==> src/core/csx_consts.svh <==
// Constant macros for the compare-skip and subtract-with-borrow unit
`ifndef CSX_CONSTS_SVH
`define CSX_CONSTS_SVH
`define CSX_OP_CPGT 7'h32
`define CSX_OP_CPLT 7'h30
`define CSX_OP_SUBB 6'h16
`define CSX_TWO_WORD_TAG 4'hF
`define CSX_IDX_LIMIT 8'h5F
`define CSX_ACC_SPLIT 8'h80
`define CSX_ACC_HI_BANK 4'hF
`define CSX_PHASES 2'h3
`define CSX_W_RESET 8'h00
`define CSX_BANK_RESET 4'h0
`endif

==> src/core/csx_pkg.sv <==
// Types shared by the compare-skip and subtract-with-borrow unit
package csx_pkg;
	typedef enum logic [1:0] {
		CSX_Q1 = 2'b00,
		CSX_Q2 = 2'b01,
		CSX_Q3 = 2'b11,
		CSX_Q4 = 2'b10
	} csx_phase_t;
	typedef enum logic [1:0] {
		CSX_NONE = 2'b00,
		CSX_CPGT = 2'b01,
		CSX_CPLT = 2'b11,
		CSX_SUBB = 2'b10
	} csx_op_t;
	typedef struct packed {
		logic n;
		logic ov;
		logic z;
		logic dc;
		logic c;
	} csx_flags_t;
endpackage : csx_pkg

==> src/core/csx_exec.sv <==
// Execution of compare-skip-greater, compare-skip-less, subtract-with-borrow
// Overview of operation
// - Compare-greater skips next instruction when register exceeds working reg
// - Compare-greater opcode is 0110 010a plus 8-bit address
// - Compare-less skips next instruction when register below working reg
// - Compare-less opcode is 0110 000a plus 8-bit address
// - Compare takes one cycle, two when skipping
// - Skipping a two-word instruction takes three cycles total
// - Access bit zero selects the shared access bank
// - Access bit one combines bank select register and field
// - Access zero, extended set, field up to 95 gives indexed mode
// - Subtract-with-borrow computes register minus working minus not-carry
// - Subtract-with-borrow opcode is 0101 10da plus address
// - Subtract updates N, OV, C, DC, Z; compares touch no flag
// - Destination bit zero writes working register, one writes file
// - Instruction cycle is four phases: decode, address, read, process; write strobe in next Q1
// - Second word carries ones on top and acts as no-op
`timescale 1ns/1ns
`default_nettype none
`include "csx_consts.svh"
module csx_exec
	import csx_pkg::*;
(
	input wire logic CLK, // Core clock
	input wire logic RST_N, // Asynchronous reset, active low
	input wire logic CE, // Clock enable, freezes state when low
	input wire logic [15:0] INSTR, // Fetched instruction word
	input wire logic EXT_EN, // Extended instruction set enable
	input wire logic [3:0] BANK_SELECT_REGISTER, // Bank select value
	input wire logic [11:0] INDEX_BASE, // Base for indexed offset mode
	input wire logic [7:0] RD_DATA, // File register read data
	input wire logic [7:0] WR_W_DATA, // Working register load value
	input wire logic WR_W, // Load working register from outside
	output logic [1:0] PHASE, // Current quarter of the cycle
	output logic INSTR_TAKE, // Instruction word sampled this clock
	output logic [11:0] ADDR, // Data address of the operand
	output logic INDEXED, // Operand resolved in indexed mode
	output logic RD_EN, // File register read strobe
	output logic WR_EN, // File register write strobe
	output logic [7:0] WR_DATA, // File register write data
	output logic [7:0] WORKING_REGISTER, // Working register value
	output logic NEGATIVE_FLAG, // Negative status flag
	output logic OVERFLOW_FLAG, // Overflow status flag
	output logic CARRY_FLAG, // Carry status flag
	output logic DIGIT_CARRY_FLAG, // Digit carry status flag
	output logic ZERO_FLAG, // Zero status flag
	output logic SKIPPING, // Current cycle is a discarded no-op
	output logic UNKNOWN_OP // Word is not one of this unit's ops
);
	import csx_pkg::*;

	typedef struct packed {
		csx_phase_t phase;
		csx_op_t op;
		logic dest;
		logic access_sel;
		logic [7:0] field;
		logic [11:0] addr;
		logic indexed;
		logic [7:0] operand;
		logic [7:0] result;
		logic [7:0] w;
		csx_flags_t flags;
		logic skip_pend;
		logic skipping;
		logic wr_en;
		logic [7:0] wr_data;
		logic unknown;
	} csx_state_t;

	csx_state_t st;
	csx_state_t next_st;
	logic [11:0] res_addr;
	logic res_indexed;
	logic [8:0] diff;
	logic [4:0] low_diff;
	logic borrow_in;

	// Decode of the word held at the opening phase
	function automatic csx_op_t decode_op(input logic [15:0] word);
		if (word[15:9] == `CSX_OP_CPGT) begin
			return CSX_CPGT;
		end else if (word[15:9] == `CSX_OP_CPLT) begin
			return CSX_CPLT;
		end else if (word[15:10] == `CSX_OP_SUBB) begin
			return CSX_SUBB;
		end
		return CSX_NONE;
	endfunction : decode_op

	csx_addr u_addr (
		.field(st.field),
		.access_sel(st.access_sel),
		.ext_en(EXT_EN),
		.bank(BANK_SELECT_REGISTER),
		.index_base(INDEX_BASE),
		.addr(res_addr),
		.indexed(res_indexed)
	);

	assign borrow_in = st.op == CSX_SUBB ? ~st.flags.c : 1'b0;
	assign diff = {1'b0, st.operand} - {1'b0, st.w} - {8'h00, borrow_in};
	assign low_diff = {1'b0, st.operand[3:0]} - {1'b0, st.w[3:0]}
		- {4'h0, borrow_in};

	always_comb begin
		next_st = st;
		next_st.wr_en = 1'b0;
		unique case (st.phase)
			CSX_Q1: begin
				next_st.phase = CSX_Q2;
				if (st.skip_pend) begin
					next_st.skipping = 1'b1;
					next_st.op = CSX_NONE;
					next_st.unknown = 1'b0;
					next_st.skip_pend = 1'b0;
				end else begin
					next_st.skipping = 1'b0;
					next_st.op = decode_op(INSTR);
					next_st.unknown = decode_op(INSTR) == CSX_NONE;
					next_st.dest = INSTR[9];
					next_st.access_sel = INSTR[8];
					next_st.field = INSTR[7:0];
				end
			end
			CSX_Q2: begin
				next_st.phase = CSX_Q3;
				next_st.addr = res_addr;
				next_st.indexed = res_indexed;
			end
			CSX_Q3: begin
				next_st.phase = CSX_Q4;
				next_st.operand = RD_DATA;
			end
			CSX_Q4: begin
				next_st.phase = CSX_Q1;
				next_st.result = diff[7:0];
				unique case (st.op)
					CSX_CPGT: next_st.skipping = st.operand > st.w;
					CSX_CPLT: next_st.skipping = st.operand < st.w;
					CSX_SUBB: begin
						if (st.dest) begin
							next_st.wr_en = 1'b1;
							next_st.wr_data = diff[7:0];
						end else begin
							next_st.w = diff[7:0];
						end
						next_st.flags.n = diff[7];
						next_st.flags.z = diff[7:0] == 8'h00;
						next_st.flags.ov = (st.operand[7] != st.w[7])
							&& (diff[7] != st.operand[7]);
						next_st.flags.c = ~diff[8];
						next_st.flags.dc = ~low_diff[4];
					end
					// a pending second word keeps the skip up
					default: next_st.skipping = st.skip_pend;
				endcase
				if (WR_W) begin
					next_st.w = WR_W_DATA;
				end
			end
		endcase
	end

	// Skip decision for the following cycle needs the fetched word at Q1;
	// the discarded word's top nibble tells whether it has a second word.
	csx_state_t gated;
	always_comb begin
		gated = next_st;
		if (st.phase == CSX_Q1 && st.skipping && !st.skip_pend
			&& !next_st.skipping) begin
			gated.skipping = 1'b1;
			gated.op = CSX_NONE;
			gated.unknown = 1'b0;
			gated.skip_pend = is_two_word(INSTR);
		end
	end

	function automatic logic is_two_word(input logic [15:0] word);
		return word[15:12] == 4'hC || word[15:12] == 4'hE;
	endfunction : is_two_word

	always_ff @(posedge CLK or negedge RST_N) begin
		if (!RST_N) begin
			st <= '0;
			st.w <= `CSX_W_RESET;
		end else if (CE) begin
			st <= gated;
		end
	end

	assign PHASE = st.phase;
	assign INSTR_TAKE = CE && st.phase == CSX_Q1;
	assign ADDR = st.addr;
	assign INDEXED = st.indexed;
	assign RD_EN = st.phase == CSX_Q3 && st.op != CSX_NONE;
	assign WR_EN = st.wr_en;
	assign WR_DATA = st.wr_data;
	assign WORKING_REGISTER = st.w;
	assign NEGATIVE_FLAG = st.flags.n;
	assign OVERFLOW_FLAG = st.flags.ov;
	assign CARRY_FLAG = st.flags.c;
	assign DIGIT_CARRY_FLAG = st.flags.dc;
	assign ZERO_FLAG = st.flags.z;
	assign SKIPPING = st.skipping;
	assign UNKNOWN_OP = st.unknown;
endmodule : csx_exec
`default_nettype wire

==> src/core/csx_addr.sv <==
// Operand address resolution for byte-oriented instructions
`timescale 1ns/1ns
`default_nettype none
`include "csx_consts.svh"
module csx_addr (
	input wire logic [7:0] field, // Register address field
	input wire logic access_sel, // Access-select bit
	input wire logic ext_en, // Extended instruction set on
	input wire logic [3:0] bank, // Bank select register
	input wire logic [11:0] index_base, // Index pointer for offset mode
	output logic [11:0] addr, // Resolved data address
	output logic indexed // Indexed offset mode in use
);
	always_comb begin
		indexed = 1'b0;
		if (access_sel) begin
			addr = {bank, field};
		end else if (ext_en && field <= `CSX_IDX_LIMIT) begin
			indexed = 1'b1;
			addr = index_base + {4'h0, field};
		end else if (field < `CSX_ACC_SPLIT) begin
			addr = {4'h0, field};
		end else begin
			addr = {`CSX_ACC_HI_BANK, field};
		end
	end
endmodule : csx_addr
`default_nettype wire

==> config.mk <==
export PLATFORM = sky130hd
export DESIGN_NAME = csx_exec
export DESIGN_NICKNAME = d
export VERILOG_FILES = /design/src/core/csx_pkg.sv /design/src/core/csx_exec.sv /design/src/core/csx_addr.sv
export VERILOG_INCLUDE_DIRS = /design/src /design/src/core
export SDC_FILE = /design/constraint.sdc
export NUM_CORES = 1
export LEC_CHECK = 0
export ABC_AREA = 1
export BUFFER_PORTS_ARGS = -buffer_cell sky130_fd_sc_hd__buf_2
export CAP_MARGIN = 10
export CORE_ASPECT_RATIO = 0.8
export CORE_MARGIN = 3
export CORE_UTILIZATION = 50
export CTS_BUF_LIST = sky130_fd_sc_hd__clkbuf_4
export CTS_CLUSTER_SIZE = 30
export DETAILED_ROUTE_END_ITERATION = 12
export GPL_TIMING_DRIVEN = 0
export PLACE_DENSITY = 0.73
export SYNTH_ARGS = -nofsm -noshare
export SYNTH_HDL_FRONTEND = slang
export SYNTH_SLANG_ARGS = --single-unit
==> constraint.sdc <==
create_clock -name CLK -period 2.82 [get_ports CLK]
set_input_delay 0.282 -clock CLK [delete_from_list [all_inputs] [get_ports CLK]]
set_output_delay 0.282 -clock CLK [all_outputs]
set_load 0.01 [all_outputs]
; Word-level counts from Yosys, hierarchy flattened
; Index checks and enable logic that the tools add are counted.
; W data, S select, Z words.
[totals]
reg_bits = 60
input_bits = 53
output_inout_bits = 41
elab_cells = 105
[classes]
addsub = 5
n_lt_le_gt_ge = 4
n_eq_ne = 14
muxes = 36
n_bitwise = 4
n_reduce_logical = 23
[op_table]
columns = op, n
row1 = $mux W12, 4
row2 = $mux W9, 3
row3 = $mux W2, 9
row4 = $mux W8, 2
row5 = $eq A7 B6 Y1 const B, 2
row6 = $mux W1, 13
row7 = $mux W13, 1
row8 = $add A12 B8 Y12, 1
row9 = $mux W10, 1
row10 = $sub A8 B8 Y9, 1
row11 = $sub A9 B1 Y9, 1
row12 = $eq A2 B2 Y1 const B, 4
row13 = $eq A4 B4 Y1 const B, 2
row14 = $gt A8 B8 Y1, 1
row15 = $le A8 B7 Y1 const B, 1
row16 = $logic_not A8 Y1, 1
row17 = $lt A8 B8 Y1, 1
row18 = $lt A8 B8 Y1 const B, 1
row19 = $pmux W2 S4, 1
row20 = $reduce_and A4 Y1, 2
row21 = $logic_and A1 B1 Y1, 7
row22 = $eq A6 B5 Y1 const B, 1
row23 = $reduce_and A2 Y1, 3
row24 = $reduce_and A3 Y1, 2
row25 = 12 further kinds, 21

; Longest topological paths before layout
[depth]
depth_word = 13
ltp_mapped = 16
ltp_nobuf = 16

; Modules after synthesis
; From an unflattened synthesis, not the netlist that was laid out.
[unflattened]
hier_cells = 572
hier_area_um2 = 4329.2
[modules_own_cells]
columns = module, instances, cells_each, area_per_inst_um2, seq_area_each_um2
row1 = csx_exec, 1, 437, 3578.4, 1501.4
row2 = csx_addr, 1, 135, 750.7, 0.0

; Worst setup path after synthesis
; No wires, ideal clock.
[synth_timing]
path_type = register -> register
from = register st[64] (netlist bit)
to = register st (netlist bit WORKING_REGISTER[4])
setup_time_ns = 0.082
arrival_ns = 2.325
required_time_ns = 2.738
slack_ns = 0.413
path_stages_with_launch = 14
n_path_buf = 0
synth_period_minus_slack_ns = 2.407
cell_sequence = dfrtp_1 inv_1 nand2_4 inv_2 nand2_1 fa_1 fa_1 inv_1 nand2_1 nand2_1 nand2_1 xnor2_1 or2_2 a22oi_2
[synth_via]
elab_chain_cells = 6
elab_cells_between_ends = 8
classes_between = add/sub (1) / eq/ne (1) / mux (4) / reduce/logical (2)
[synth_rtl]
columns = element, line_no
row1 = start: declaration, csx_exec.sv:71  ; csx_state_t st;
row2 = start signal: assignment, csx_exec.sv:188  ; st <= gated;
row3 = $eq A2 B2 Y1 *, "csx_exec.sv:101, csx_exec.sv:138"
row4 = $mux W1, csx_exec.sv:101  ; assign borrow_in = st.op == CSX_SUBB ? ~st.flags.c : 1'b0;
row5 = $sub A9 B1 Y9, csx_exec.sv:102  ; assign diff = {1'b0, st.operand} - {1'b0, st.w} - {8'h00, borrow_in};
row6 = $mux W8, csx_exec.sv:142  ; if (st.dest) begin
row7 = $mux W13, csx_exec.sv:138  ; unique case (st.op)
row8 = $mux W8, csx_exec.sv:158  ; if (WR_W) begin
; Every way passes the cells marked *; elsewhere a longest branch is shown, timed or not. The select of a mux whose other input is x is not followed.
; A chain may end at the register's enable or synchronous reset.

; Worst setup path after layout
; Same ends and word-level chain as after synthesis.

==> impl_summary.md <==
Hold path
The path class of the tightest hold or removal check is in -> reg. In this run the most critical hold path is launched from INSTR[0]. The worst hold path depth is 3.

Drt
After detailed routing, the number of vias per cell comes to 4.99. Dividing the detail-routed wire length by the instance count gives 13.9 microns. The count of routing violations after the opening detailed-route iteration is 200. The final antenna-violating net count is 0. For this block, the via count after detailed routing is 3855. The detailed-router iteration count before antenna repair is 4. The number of DRC violations after detailed routing is 0.

Wires add up to 10800 microns.

Clock network
The number of buffers on the longest clock path is 2. The clock input transition at the sequential cells of the worst setup and hold paths is 0.11 ns. The tree built by TritonCTS fans out to 60 sinks.

The level count of the clock H-tree is 3. Post-CTS timing repair inserted 0 buffers for setup. The clock tree from TritonCTS is done. The later pin in the worst-skew pair is clocked with a latency of 0.42 ns. The clock root buffer is clkbuf_4.

Clock tree synthesis inserted a total of 9 buffers.

Floorplanning
The die area is 0.00962 sq mm. The floorplan row count is 29. Measured along the x axis, the die boundary spans 109 microns.

The core area is 0.00809 sq mm. The floorplan step set the die height to 88.3 microns. 94 I/O pins were placed. The initial standard-cell utilization of the core is 52.4%.

Placed design
At the end of routability-driven placement, the weighted congestion stood at 0.935. After detailed placement, the design holds a cell count of 756. The number of buffers inserted by port buffering is 92. Timing analysis after detailed placement gives a worst setup slack of 0.173 ns. Once detailed placement completed, the half-perimeter wirelength came to 8510 microns.

Final layout
In the final layout, the share of cells above drive strength 1 is 26.0%. The final non-filler cell total is 773. The area added between synthesis and finish is 18.5%. The number of antenna diodes is 0. The top cell types in the final layout, fill and taps aside, are nand2_1 (154), buf_2 (93), inv_1 (80), dfrtp_1 (60), nor2_1 (43). The commonest non-fill, non-tap cell in the layout is nand2_1.

The net count of the finished layout is 746.

STA
At the pin with the least slew margin, the transition time is 0.657 ns. The final total negative setup slack is 0 ns. Setup violations remaining at the end of the flow were counted as 0. Headroom to the max-slew limit came out at 56.2%.

The share of the clock period used by the worst path is 93.5%. The final count of pins violating max slew is 0. The clock arrives with 0.0173 ns of skew. Setup repair after global routing left no endpoint under its margin.

After layout, the minimum clock period comes to 2.64 ns. Timing would allow up to 379 MHz. The final count of hold timing violations is 0. In the post-route analysis, the smallest setup slack over all paths is 0.184 ns.

Synth
Counting flops with an async set or reset pin after synthesis yields a share of 100%. The post-synth net total is 641. Yosys attributes the largest share of cell area to dfrtp_1 (35%), nand2_1 (14%), ha_1 (8.9%). For this run, the register share of the synthesized area comes to 35.4%. In this run the mean area of a mapped cell was 7.64 sq um. The area fraction of the dominant cell type after synthesis is 35.4%. After synthesis the cells add up to 0.00424 sq mm.

Among all flip-flop cells after synthesis, the most frequent one is dfrtp_1. Counting flops with a built-in enable in the synthesized netlist gives 0. The number of instances in the synthesized netlist is 555. Synthesis inferred 60 register bits. The count of synthesis-stage warnings from yosys is 0.

Yosys mapped the design onto 46 distinct sky130hd cell types. The cell accounting for the most synthesized area is dfrtp_1.

Worst setup path
The startpoint of the most critical setup path is st[64]. The critical path launch point type is a flop. The class of the most critical setup path is reg -> reg. The number of cells on the worst reg-to-reg path is 13. The launch instance of the worst register-to-register path is st[64].

The required time of the critical path is 3.16 ns. Data on the critical path arrives at its endpoint at 2.98 ns. The category of the worst setup path capture point is a flop. In this run the worst path has a maximum fanout of 4.

GRT
The number of global-route vias before repair is 3743. Global routing used 23.7% of the available tracks. The maximum number of pins on one net before global-route repair is 36. The first global-routing pass estimated 17500 microns of wire. The initial antenna violation count is 0.

Summed over all layers, the global routing overflow is 0.

Run status
The run finished with clean final reports.

Pwr
The power per cell area is 942 mW/mm^2. In this run the static leakage power is 0.00282 uW. The worst supply voltage drop on vdd is 436 uV.

Run
The tool flagged a number of max-cap violations equal to 0.
kinds of logic (layout without fill, tap and decap cells):
kind of cell,count (synthesis),after routing,share of synthesized area (%)
AND/OR/NAND/NOR,249,249,26.0
adder cells (fa/ha/maj),33,33,10.3
flip-flops,60,60,35.4
buffers and inverters,124,234,14.4
XOR/XNOR,8,8,1.65
AO/OA/AOI/OAI,80,80,12.0
multiplexers,1,1,0.266
layer usage:
layer | vias to the layer above | GRT usage [%] | part of all wire [%]
met1 | 1755 | 33.6 | 49
met5 | - | 0 | 0
li1 | 1948 | - | -
met3 | 18 | 6.71 | 7.1
met4 | 0 | 5.96 | 1.3
met2 | 134 | 36.0 | 43
final timing paths:
path / slack (ns) / endpoint
worst max-delay path: 0.18 / WORKING_REGISTER[4]
max in group asynchronous: 1.78 / ADDR[8]
worst min-delay path: 0.05 / st[54]
min in group asynchronous: 0.41 / WORKING_REGISTER[1]
worst min register to register: 0.49 / WR_DATA[7]
worst max register to register: 0.18 / WORKING_REGISTER[4]
state kept, by name, summed over array words and instances (netlist names):
| register | cells |
|---|---|
| ADDR | 12 |
| CARRY_FLAG | 1 |
| DIGIT_CARRY_FLAG | 1 |
| INDEXED | 1 |
| NEGATIVE_FLAG | 1 |
| OVERFLOW_FLAG | 1 |
| PHASE | 2 |
| SKIPPING | 1 |
| UNKNOWN_OP | 1 |
| WORKING_REGISTER | 8 |
| WR_DATA | 8 |
| WR_EN | 1 |
| ZERO_FLAG | 1 |
| st | 21 |
power breakdown:
group	switching (uW)	internal [uW]	total, uW
sequential	218	1120	1340
clock	332	348	680
combinational	1630	1080	2710
metrics by stage:
stage | util (%) | hold slack (ns) | total power (uW) | cell area (sq um)
floorplan | - | -0.0136 | 3230 | 4240
global placement | 59.7 | 0.461 | 3890 | 4830
detailed placement | 60.0 | 0.337 | 3990 | 4850
CTS | 61.9 | 0.0258 | 4700 | 5010
global route | 62.0 | 0.0258 | 5150 | 5020
finish | 62.0 | 0.0544 | 4730 | 5020
synth_stat cells, drive strengths merged, types with 2 or more instances:
cell and count:
nand2 156, inv 87, dfrtp 60, nor2 48
buf 35, o21ai 32, ha 30, a21oi 26
nand3 26, nand4 9, a22oi 5, nor3 5
xor2 5, o221ai 4, fa 3, o211ai 3
o21bai 3, xnor2 3, a31oi 2, nand3b 2
o21a 2, or2 2
worst max-delay path: stages (launching register included):
cell and delay (ns):
dfrtp_1 0.42, inv_2 0.11, nand2_4 0.09, inv_2 0.08
nand2_1 0.06, fa_1 0.42, fa_1 0.44, inv_1 0.07
nand2_1 0.06, nand2_1 0.07, nand2_1 0.13, xnor2_2 0.19
or2_2 0.29, a22oi_2 0.14
cell type report:
class,instances,area [sq um]
multi-input combinational,371,2130
sequential,60,1500
fill,759,3070
clock buffer,9,67.6
inverter,88,335
clock inverter,7,81.3
buffer,36,275
tap,108,135
timing repair buffer,94,490
what timing repair did:
item	4_1_cts	5_1_grt
endpoints found under the hold margin	25	0
hold buffers	1	0
gates resized for setup	0	2
setup endpoints to repair	0	2
Note: power is estimated with default switching activity, not from simulation.
